<file path="src/pwg_pkg.sv">
package pwg_pkg;

  // ---------------------------------------------------------------
  // Widths
  // ---------------------------------------------------------------
  localparam int ADDR_W = 22;
  localparam int DATA_W = 32;
  localparam int STRB_W = 2;

  // ---------------------------------------------------------------
  // Status word one
  // ---------------------------------------------------------------
  localparam int UNLOCK_BIT = 6;
  localparam logic [15:0] STATUS_ONE_RESET = 16'h0000;

  // ---------------------------------------------------------------
  // Protected word addresses
  // ---------------------------------------------------------------
  localparam logic [21:0] DEVCFG_LO = 22'h00_0880;
  localparam logic [21:0] DEVCFG_HI = 22'h00_0881;
  localparam logic [21:0] PROT_START = 22'h00_0884;
  localparam logic [21:0] PROT_RANGE = 22'h00_0885;
  localparam logic [21:0] FLASH_OPT = 22'h00_0A80;
  localparam logic [21:0] FLASH_LO = 22'h00_0A82;
  localparam logic [21:0] FLASH_HI = 22'h00_0A87;
  localparam logic [21:0] KEY_LO = 22'h00_0AE0;
  localparam logic [21:0] KEY_HI = 22'h00_0AE7;
  localparam logic [21:0] SEC_CTRL = 22'h00_0AEF;
  localparam logic [21:0] VEC_LO = 22'h00_0D00;
  localparam logic [21:0] VEC_HI = 22'h00_0DFF;
  localparam logic [21:0] PINA_LO = 22'h00_6F80;
  localparam logic [21:0] PINA_HI = 22'h00_6F8B;
  localparam logic [21:0] PINB_LO = 22'h00_6F8C;
  localparam logic [21:0] PINB_HI = 22'h00_6F9D;
  localparam logic [21:0] XSEL_LO = 22'h00_6FE0;
  localparam logic [21:0] XSEL_HI = 22'h00_6FE2;
  localparam logic [21:0] LPSEL_LO = 22'h00_6FE8;
  localparam logic [21:0] LPSEL_HI = 22'h00_6FE9;
  localparam logic [21:0] CLK_A = 22'h00_7010;
  localparam logic [21:0] CLK_B = 22'h00_7011;
  localparam logic [21:0] CLK_LO = 22'h00_7019;
  localparam logic [21:0] CLK_HI = 22'h00_701E;
  localparam logic [21:0] CLK_C = 22'h00_7021;
  localparam logic [21:0] CLK_D = 22'h00_7022;
  localparam logic [21:0] CLK_E = 22'h00_7023;
  localparam logic [21:0] CLK_F = 22'h00_7025;
  localparam logic [21:0] CLK_G = 22'h00_7029;
  localparam logic [21:0] CAN_MC_A = 22'h00_6014;
  localparam logic [21:0] CAN_MC_B = 22'h00_6214;

  // Protected bits of the CAN master control low word.
  localparam logic [15:0] CAN_MC_MASK = 16'hFE_C0;

endpackage

</file>
<file path="src/pwg_gate.sv">
// What this block does
// - With unlock flag 0, processor writes to protected addresses are dropped.
// - With unlock flag 1, processor writes to protected addresses pass.
// - Reads from processor and debug port always pass, flag ignored.
// - Debug port writes always pass, whatever the flag.
// - Reset clears the unlock flag.
// - Unlock instruction sets the flag; processor issues it before writing.
// - Relock instruction clears the flag; processor issues it afterwards.
// - The flag lives as one bit of status word one.
// - Device configuration, protection start and range words are protected.
// - Flash option word and flash power, status, wait words are protected.
// - Eight security key words and security control word are protected.
// - Whole interrupt vector table 0x0D00 to 0x0DFF is protected.
// - Listed clocking, low-power and watchdog words are protected.
// - Six two-word port A pin control registers are protected.
// - Pull-up, misc configuration and port B pin registers are protected.
// - External interrupt and low-power pin select registers are protected.
// - CAN master control protects only bits 15-9 and 7-6.
`timescale 1ns/1ps
`default_nettype none
module pwg_gate
  import pwg_pkg::*;
(
  input wire logic clk,
  input wire logic srst,
  input wire logic protected_write_unlock,
  input wire logic protected_write_relock_instr,
  input wire logic cpu_wr,
  input wire logic cpu_rd,
  input wire logic [ADDR_W-1:0] cpu_addr,
  input wire logic [DATA_W-1:0] cpu_wdata,
  input wire logic [STRB_W-1:0] cpu_wstrb,
  output logic cpu_ready,
  output logic cpu_error,
  output logic [DATA_W-1:0] cpu_rdata,
  input wire logic dbg_wr,
  input wire logic dbg_rd,
  input wire logic [ADDR_W-1:0] dbg_addr,
  input wire logic [DATA_W-1:0] dbg_wdata,
  input wire logic [STRB_W-1:0] dbg_wstrb,
  output logic dbg_ready,
  output logic [DATA_W-1:0] dbg_rdata,
  output logic [15:0] cpu_status_word_one,
  output logic unlocked,
  output logic reg_wr,
  output logic reg_rd,
  output logic [ADDR_W-1:0] reg_addr,
  output logic [DATA_W-1:0] reg_wdata,
  output logic [STRB_W-1:0] reg_wstrb,
  output logic [DATA_W-1:0] reg_wmask,
  input wire logic [DATA_W-1:0] reg_rdata
);

  // ---------------------------------------------------------------
  // Address decode
  // ---------------------------------------------------------------
  function automatic logic in_rng(input logic [ADDR_W-1:0] a,
                                  input logic [ADDR_W-1:0] lo,
                                  input logic [ADDR_W-1:0] hi);
    in_rng = (a >= lo) && (a <= hi);
  endfunction

  // Whole-word protection; the CAN word is handled apart by a mask.
  function automatic logic is_prot(input logic [ADDR_W-1:0] a);
    logic p;
    p = 1'b0;
    p = p | in_rng(a, DEVCFG_LO, DEVCFG_HI);
    p = p | (a == PROT_START) | (a == PROT_RANGE);
    p = p | (a == FLASH_OPT) | in_rng(a, FLASH_LO, FLASH_HI);
    p = p | in_rng(a, KEY_LO, KEY_HI) | (a == SEC_CTRL);
    p = p | in_rng(a, VEC_LO, VEC_HI);
    p = p | (a == CLK_A) | (a == CLK_B) | in_rng(a, CLK_LO, CLK_HI);
    p = p | (a == CLK_C) | (a == CLK_D) | (a == CLK_E);
    p = p | (a == CLK_F) | (a == CLK_G);
    p = p | in_rng(a, PINA_LO, PINA_HI);
    p = p | in_rng(a, PINB_LO, PINB_HI);
    p = p | in_rng(a, XSEL_LO, XSEL_HI) | in_rng(a, LPSEL_LO, LPSEL_HI);
    is_prot = p;
  endfunction

  function automatic logic is_can_mc(input logic [ADDR_W-1:0] a);
    is_can_mc = (a == CAN_MC_A) || (a == CAN_MC_B);
  endfunction

  // ---------------------------------------------------------------
  // Unlock flag
  // ---------------------------------------------------------------
  logic [15:0] status_one;
  logic [15:0] next_status_one;

  always_comb begin
    next_status_one = status_one;
    // Relock wins if both arrive together, the safe side of the race.
    if (protected_write_relock_instr) begin
      next_status_one[UNLOCK_BIT] = 1'b0;
    end else if (protected_write_unlock) begin
      next_status_one[UNLOCK_BIT] = 1'b1;
    end
  end

  always_ff @(posedge clk) begin
    if (srst) begin
      status_one <= STATUS_ONE_RESET;
    end else begin
      status_one <= next_status_one;
    end
  end

  assign cpu_status_word_one = status_one;
  assign unlocked = status_one[UNLOCK_BIT];

  // ---------------------------------------------------------------
  // Access path
  // ---------------------------------------------------------------
  // The debug port has priority; the processor waits for as long as a debug access is active.
  logic dbg_act;
  logic cpu_prot;
  logic [DATA_W-1:0] cpu_mask;
  logic [DATA_W-1:0] rdata_q;
  logic [DATA_W-1:0] next_rdata_q;
  logic rd_src_dbg;
  logic next_rd_src_dbg;

  assign dbg_act = dbg_wr | dbg_rd;
  assign cpu_prot = is_prot(cpu_addr);

  always_comb begin
    cpu_mask = {DATA_W{1'b1}};
    if (!unlocked) begin
      if (cpu_prot) begin
        cpu_mask = '0;
      end else if (is_can_mc(cpu_addr)) begin
        cpu_mask = {{(DATA_W-16){1'b1}}, ~CAN_MC_MASK};
      end
    end
  end

  always_comb begin
    reg_wr = 1'b0;
    reg_rd = 1'b0;
    reg_addr = cpu_addr;
    reg_wdata = cpu_wdata;
    reg_wstrb = cpu_wstrb;
    reg_wmask = cpu_mask;
    if (dbg_act) begin
      reg_wr = dbg_wr;
      reg_rd = dbg_rd;
      reg_addr = dbg_addr;
      reg_wdata = dbg_wdata;
      reg_wstrb = dbg_wstrb;
      reg_wmask = {DATA_W{1'b1}};
    end else begin
      reg_rd = cpu_rd;
      // A fully masked write is still dropped here, not just masked.
      reg_wr = cpu_wr && (cpu_mask != '0);
    end
  end

  assign dbg_ready = 1'b1;
  assign cpu_ready = !dbg_act;
  assign cpu_error = 1'b0;

  always_comb begin
    next_rdata_q = rdata_q;
    next_rd_src_dbg = rd_src_dbg;
    if (reg_rd) begin
      next_rdata_q = reg_rdata;
      next_rd_src_dbg = dbg_act;
    end
  end

  always_ff @(posedge clk) begin
    if (srst) begin
      rdata_q <= '0;
      rd_src_dbg <= 1'b0;
    end else begin
      rdata_q <= next_rdata_q;
      rd_src_dbg <= next_rd_src_dbg;
    end
  end

  // Read data is returned one cycle after the read strobe.
  assign cpu_rdata = rd_src_dbg ? '0 : rdata_q;
  assign dbg_rdata = rd_src_dbg ? rdata_q : '0;

  // ---------------------------------------------------------------
  // Checks
  // ---------------------------------------------------------------
  chk_locked_drop: assert property (@(posedge clk) disable iff (srst)
    (!unlocked && !dbg_act && cpu_wr && cpu_prot) |-> !reg_wr)
    else $error("protected write passed while locked");

  chk_unlocked_pass: assert property (@(posedge clk) disable iff (srst)
    (unlocked && !dbg_act && cpu_wr) |-> (reg_wr && reg_wmask == '1))
    else $error("write blocked while unlocked");

  chk_read_pass: assert property (@(posedge clk) disable iff (srst)
    (cpu_rd || dbg_rd) |-> reg_rd)
    else $error("read blocked");

  chk_dbg_write: assert property (@(posedge clk) disable iff (srst)
    dbg_wr |-> (reg_wr && reg_wmask == '1 && reg_addr == dbg_addr))
    else $error("debug write blocked");

  chk_reset_lock: assert property (@(posedge clk)
    srst |=> !unlocked)
    else $error("flag not cleared by reset");

  chk_unlock_set: assert property (@(posedge clk) disable iff (srst)
    (protected_write_unlock && !protected_write_relock_instr) |=> unlocked)
    else $error("unlock did not set flag");

  chk_relock_clr: assert property (@(posedge clk) disable iff (srst)
    protected_write_relock_instr |=> !unlocked)
    else $error("relock did not clear flag");

  chk_flag_hold: assert property (@(posedge clk) disable iff (srst)
    (!protected_write_unlock && !protected_write_relock_instr)
      |=> $stable(cpu_status_word_one))
    else $error("status word changed without cause");

  chk_can_mask: assert property (@(posedge clk) disable iff (srst)
    (!unlocked && !dbg_act && cpu_wr && is_can_mc(cpu_addr))
      |-> (reg_wr && reg_wmask[15:0] == 16'h01_3F))
    else $error("CAN mask wrong");

  chk_free_write: assert property (@(posedge clk) disable iff (srst)
    (!dbg_act && cpu_wr && !cpu_prot && !is_can_mc(cpu_addr))
      |-> (reg_wr && reg_wmask == '1))
    else $error("unprotected write altered");

  chk_no_fault: assert property (@(posedge clk) disable iff (srst)
    (cpu_wr && !dbg_act) |-> (cpu_ready && !cpu_error))
    else $error("blocked write faulted");

  cov_locked_drop: cover property (@(posedge clk) disable iff (srst)
    !unlocked && cpu_wr && cpu_prot && !dbg_act);
  cov_unlock_write: cover property (@(posedge clk) disable iff (srst)
    protected_write_unlock ##1 (cpu_wr && cpu_prot) ##1
    protected_write_relock_instr);
  cov_dbg_locked: cover property (@(posedge clk) disable iff (srst)
    !unlocked && dbg_wr && is_prot(dbg_addr));

endmodule
`default_nettype wire

</file>
<file path="config.mk">
export PLATFORM = sky130hd
export DESIGN_NAME = pwg_gate
export DESIGN_NICKNAME = d
export VERILOG_FILES = /design/src/pwg_pkg.sv /design/src/pwg_gate.sv
export SDC_FILE = /design/constraint.sdc
export NUM_CORES = 1
export LEC_CHECK = 0
export ABC_CLOCK_PERIOD_IN_PS = 3100
export BUFFER_PORTS_ARGS = -buffer_cell sky130_fd_sc_hd__clkbuf_2
export CAP_MARGIN = 20
export CORE_AREA = 2 2 128 130
export DETAILED_ROUTE_END_ITERATION = 10
export DIE_AREA = 0 0 130 132
export PLACE_DENSITY_LB_ADDON = 0.08
export SETUP_SLACK_MARGIN = 0.15
export SYNTH_ARGS = -nofsm -noshare
export SYNTH_HDL_FRONTEND = slang
export SYNTH_SLANG_ARGS = --single-unit
</file>
<file path="constraint.sdc">
create_clock -name clk -period 3.1 [get_ports clk]
set_input_delay 0.62 -clock clk [delete_from_list [all_inputs] [get_ports clk]]
set_output_delay 0.62 -clock clk [all_outputs]
set_load 0.01 [all_outputs]
</file>
Word level (Yosys, flattened, before mapping). Cells that the tools add are included.

Flip-flop bits (word level): 34. Output and inout port bits: 174.

Bitwise operators: 20. Eq/ne operators: 13. Reductions and logical operators: 14. Order comparisons: 18. Mux-type cells: 11.

Operators by type and width (count): equality test 22 x 15 -> 1 bit, second input constant (9); 2-to-1 mux 32 bit (6); >= comparator 22 x 15 -> 1 bit, second input constant (5); less-or-equal comparator 22 x 15 -> 1 bit, second input constant (5); equality test 22 x 12 -> 1 bit, second input constant (4); >= comparator 22 x 12 -> 1 bit, second input constant (4); less-or-equal comparator 22 x 12 -> 1 bit, second input constant (4); nonzero test 32 bit (1); 2-to-1 mux 22 bit (1); bitwise OR 1 bit (20); 2-to-1 mux 16 bit (1); logical AND 1 bit (10); 2-to-1 mux 1 bit (2); 2-to-1 mux 2 bit (1); OR reduction 2 bit (1); logical NOT 1 bit (1); logical OR 1 bit (1).

Longest topological paths before layout.
Word-level depth: 26. Gate-level depth with buffers: 8. Depth with buffers taken out: 6.

Least setup slack after synthesis. No wires, ideal clock.

Path kind: input port to output port. Start point: input port cpu_addr[16]. End point: output port reg_wmask[10]. Buffers on the path: 1. Data required time: 2480 ps. Path slack: -200 ps. Arrival time: 2680 ps. Stages: 7. Cell sequence: or4_4 > o41ai_2 > a221oi_1 > a221oi_2 > nand4_1 > o21ai_1 > buf_4.

Longest elaborated chain between the ends: 24. Elaborated cells on any way between the ends: 64. Classes of those cells: order compare (18); eq/ne (13); mux (4); bitwise (19); reduce/logical (10).

Ends and longest elaborated chain: start: declaration (line pwg_gate.sv:30) `input wire logic [ADDR_W-1:0] cpu_addr,`; >= comparator 22 x 12 -> 1 bit / less-or-equal comparator 22 x 12 -> 1 bit (equally long branches) (line pwg_gate.sv:60) `in_rng = (a >= lo) && (a <= hi);`; logical AND 1 bit (line pwg_gate.sv:60); bitwise OR 1 bit (2 in a row) (line pwg_gate.sv:68) `p = p | (a == PROT_START) | (a == PROT_RANGE);`; bitwise OR 1 bit (2 in a row) (line pwg_gate.sv:69) `p = p | (a == FLASH_OPT) | in_rng(a, FLASH_LO, FLASH_HI);`; bitwise OR 1 bit (2 in a row) (line pwg_gate.sv:70) `p = p | in_rng(a, KEY_LO, KEY_HI) | (a == SEC_CTRL);`; bitwise OR 1 bit (line pwg_gate.sv:71) `p = p | in_rng(a, VEC_LO, VEC_HI);`; bitwise OR 1 bit (3 in a row) (line pwg_gate.sv:72) `p = p | (a == CLK_A) | (a == CLK_B) | in_rng(a, CLK_LO, CLK_HI);`; bitwise OR 1 bit (3 in a row) (line pwg_gate.sv:73) `p = p | (a == CLK_C) | (a == CLK_D) | (a == CLK_E);`; bitwise OR 1 bit (2 in a row) (line pwg_gate.sv:74) `p = p | (a == CLK_F) | (a == CLK_G);`; bitwise OR 1 bit (line pwg_gate.sv:75) `p = p | in_rng(a, PINA_LO, PINA_HI);`; bitwise OR 1 bit (line pwg_gate.sv:76) `p = p | in_rng(a, PINB_LO, PINB_HI);`; bitwise OR 1 bit (2 in a row) (line pwg_gate.sv:77) `p = p | in_rng(a, XSEL_LO, XSEL_HI) | in_rng(a, LPSEL_LO, LPSEL_HI);`; 2-to-1 mux 32 bit * (line pwg_gate.sv:130) `if (cpu_prot) begin`; 2-to-1 mux 32 bit * (line pwg_gate.sv:129) `if (!unlocked) begin`; 2-to-1 mux 32 bit * (line pwg_gate.sv:145) `if (dbg_act) begin`; end: declaration (line pwg_gate.sv:50) `output logic [DATA_W-1:0] reg_wmask,`.

Every way passes the cells marked *; elsewhere a longest branch is shown, timed or not.

Worst setup path in the final report.
Start point: input port cpu_addr[21]. End point: output port reg_wmask[14].

Same word-level chain as after synthesis.

==> results.tsv <==
stage	metric	value	unit
critical_path	Crit. End Element	output port	
critical_path	reg2reg end	rd_src_dbg	
clock_tree	Root Driver	clkbuf_16	
yosys	fraction of registers with async set/reset	0	%
critical_path	crit-path max cell delay	570	ps
yosys	Yosys warning count	0	
power_and_ir_drop	maximum vdd ir drop	0.000187	V
grt	grt ovf	0	
route	Routed WL	13.8	mm
yosys	combinational family with the most area after synthesis	simple AND/OR/NAND/NOR gates	
clock_tree	CTS Sinks	34	
grt	pin count of the biggest net entering global routing	66	
run_status	violations in the final reports	setup timing	
route	1st-pass router iterations	4	
final_layout	Multi-input gate area	2100	µm²
timing	Hold Slack	463	ps
clock_tree	Clock Latency Late Sink	270	ps
critical_path	startpoint types	input port	
timing	max_slew headroom	25.2	%
final_layout	share of layout cells above drive strength 1	59.0	%
timing	final count of pins violating max slew	0	
final_layout	Final #Nets	837	
die	row cnt	46	
yosys	area leader, netlist	dfxtp_1	
placement	hpwl dp	11.6	mm
timing	Post-Route Skew	0	ps
timing	RSZ-0062 raised after global routing	yes	
final_layout	Final Core Density	31.6	%
yosys	sequential fraction of the synthesis area	21.9	%
power_and_ir_drop	power per cell area	317	nW/µm²
grt	antenna violations before repair	0	
critical_path	critical path's slowest cell	or4_4	
critical_path	Levels on crit path	9	
route	ANT nets after route	0	
route	initial detailed-routing violation count	121	
yosys	mux cell area share after synthesis	20.3	%
power_and_ir_drop	switch share	29.7	%
yosys	xor and xnor area share after synthesis	0	%
clock_tree	Worst-path clk slew	50	ps
yosys	simple logic cell fraction of the synthesized area	31.5	%
die	io pins	326	
critical_path	Critical path buffers and inverters	3	
timing	Final Critical Period	3290	ps
placement	placer congestion estimate	0.864	
yosys	FF+latch count, synth	34	
final_layout	ant diodes	0	
clock_tree	# H-tree levels	2	
die	Die Height	132	µm
critical_path	reg2reg path depth	2	
power_and_ir_drop	Pint	0.00110	W
die	Die Span X	130	µm
yosys	Yosys cell types	41	
power_and_ir_drop	Flop pwr share	31.6	%
route	DR DRC count	0	
yosys	Synth top area share	21.9	%
yosys	Area contributors post-synth	dfxtp_1 (22%), mux2_2 (20%), buf_4 (12%)	
job	max_cap viols	0	
yosys	synthesized area	3110	µm²
yosys	Synth Area in Adders	0	%
placement	Buffers on Ports	308	
clock_tree	CTS tree	done	
critical_path	delay-heaviest family, CP	compound AO/OA/AOI/OAI gates	
timing	Final TNS setup	-4230	ps
yosys	number of synthesized flops with an enable pin	0	
final_layout	filler instances	1759	
grt	GRT Total Usage	14.9	%
yosys	post-synthesis compound-gate area fraction	10.7	%
worst_hold_path	WHS Endpoint	rdata_q[10]	
timing	crit path setup slack, layout	-190	ps
critical_path	data arrival time of the worst path	2670	ps
timing	Fmax	304	MHz
final_layout	synth-to-layout area growth	59.5	%
yosys	most common cell in the netlist	nand2_1	
grt	first-pass GRT wire length	20.0	mm
yosys	top_reg_cell synth	dfxtp_1	
power_and_ir_drop	part of the power in combinational logic	32.1	%
critical_path	worst reg-to-reg setup slack	1900	ps
critical_path	crit-path cells	buf_6, or4_4, o41ai_4, a221oi_2, a221oi_2, nand4_1, buf_6, o21ai_4, buf_2	
route	average routed wire per standard cell	15.4	µm
die	core area	15700	µm²
timing	Setup violations, final	33	
route	via count	3761	
die	Initial Util	19.8	%
power_and_ir_drop	clock share of power	36.3	%
yosys	commonest cells in the netlist	nand2_1 (68), mux2_2 (56), buf_4 (48)	
yosys	Syn Inst Count	410	
clock_tree	total CTS buffers	5	
route	Avg Vias per Cell	4.17	
worst_hold_path	Hold Path Stages	2	
final_layout	FF/Latch Area	682	µm²
run_status	status	finished, violations left	
critical_path	Critical Path RT	2480	ps
clock_tree	CTS hold repair buffers	0	
critical_path	Worst R2R Start	rd_src_dbg	
grt	vias in the first global route	3548	
timing	Worst Max-Slew Pin Slew	1110	ps
die	die area	17200	µm²
critical_path	CP Max Fanout	5	
yosys	Synth Area per Inst	7.58	µm²
power_and_ir_drop	Net Switching	0.000467	W
timing	Final Hold Vio Count	0	
clock_tree	clock buffer depth	2	
worst_hold_path	HP Start	rdata_q[10]	
timing	final cycle utilization of the critical path	106	%
worst_hold_path	HP Class	reg2reg	
power_and_ir_drop	Leakage	2.50	nW
critical_path	crit path kind	in2out	
[per-layer routing]
metal | up-vias | track usage [%] | share of wire, %
li1 | 1869 | - | -
met1 | 1703 | 15.4 | 36
met2 | 175 | 29.1 | 54
met3 | 14 | 4.14 | 8.1
met4 | 0 | 3.52 | 1.6
met5 | - | 0 | 0
[power groups by stage]
| stage | clock (W) | combinational [W] | sequential [W] |
|---|---|---|---|
| after CTS | 0.000596 | 0.000508 | 0.000497 |
| after global placement | 0 | 0.000501 | 0.000504 |
| final | 0.000571 | 0.000504 | 0.000496 |
| after global routing | 0.000612 | 0.000548 | 0.000502 |
| after floorplan | 0 | 0.000273 | 0.000486 |
| after detailed placement | 0 | 0.000504 | 0.000507 |
[state kept, by name, summed over array words and instances (netlist names)]
name                 count
cpu_status_word_one      1
rd_src_dbg               1
rdata_q                 32
[how the worst max path moves through the flow]
stage | startpoint | endpoint | slack [ps]
CTS | cpu_addr[21] | reg_wmask[14] | -170
floorplan | cpu_addr[16] | reg_wmask[10] | -60
finish | cpu_addr[21] | reg_wmask[14] | -190
global placement | cpu_addr[16] | reg_wmask[6] | -240
global route | cpu_addr[21] | reg_wmask[11] | -260
detailed placement | cpu_addr[16] | reg_wmask[14] | -250
[through the flow]
stage                     std cells  power (W)  setup slack (ps)  cell area [µm²]
after detailed placement        891    0.00101              -252             4680
final                           901    0.00157              -190             4960
after global placement          891    0.00101              -236             4680
after floorplan                 425   0.000759             -59.5             3220
after global routing            901    0.00166              -258             4960
after CTS                       900    0.00160              -166             4900
[cell families after synthesis]
group | Yosys count
AOI/OAI and AO/OA | 54
buffers and inverters | 79
DFF | 34
muxes | 56
other | 2
and+or+nand+nor | 185
[placed cells by master (no fill, tap or decap), types with 7 or more instances in the layout]
cell type and count:
nand2_1 67, conb_1 17, a21oi_1 33, dfxtp_1 33
buf_2 31, buf_4 16, mux2_2 56, nor3_1 7
clkbuf_2 274, nor2_1 7, nor2b_1 37, and2_1 34
nand4_1 7
[what timing repair did]
item                                    4_1_cts  5_1_grt
cloned                                        1        0
endpoints found under the setup margin       33       33
resized for setup                             5       41
pin swaps                                     6        4
setup buffers                                 1        1
[cell type report]
cell class / count / area share, %
clock buffers: 6 / 2.80
clock inverters: 1 / 0.606
inverters: 4 / 0.303
multi-input cells: 313 / 42.3
flip-flops and latches: 34 / 13.8
well taps: 216 / 5.45
repair buffers: 327 / 34.7
[worst min-delay path: cells and delay by family (launching register included)]
family,cells,cell delay (ps)
AOI/OAI and AO/OA,1,50
DFF,1,310
and+or+nand+nor,1,50
Note: power is estimated with default switching activity, not from simulation.
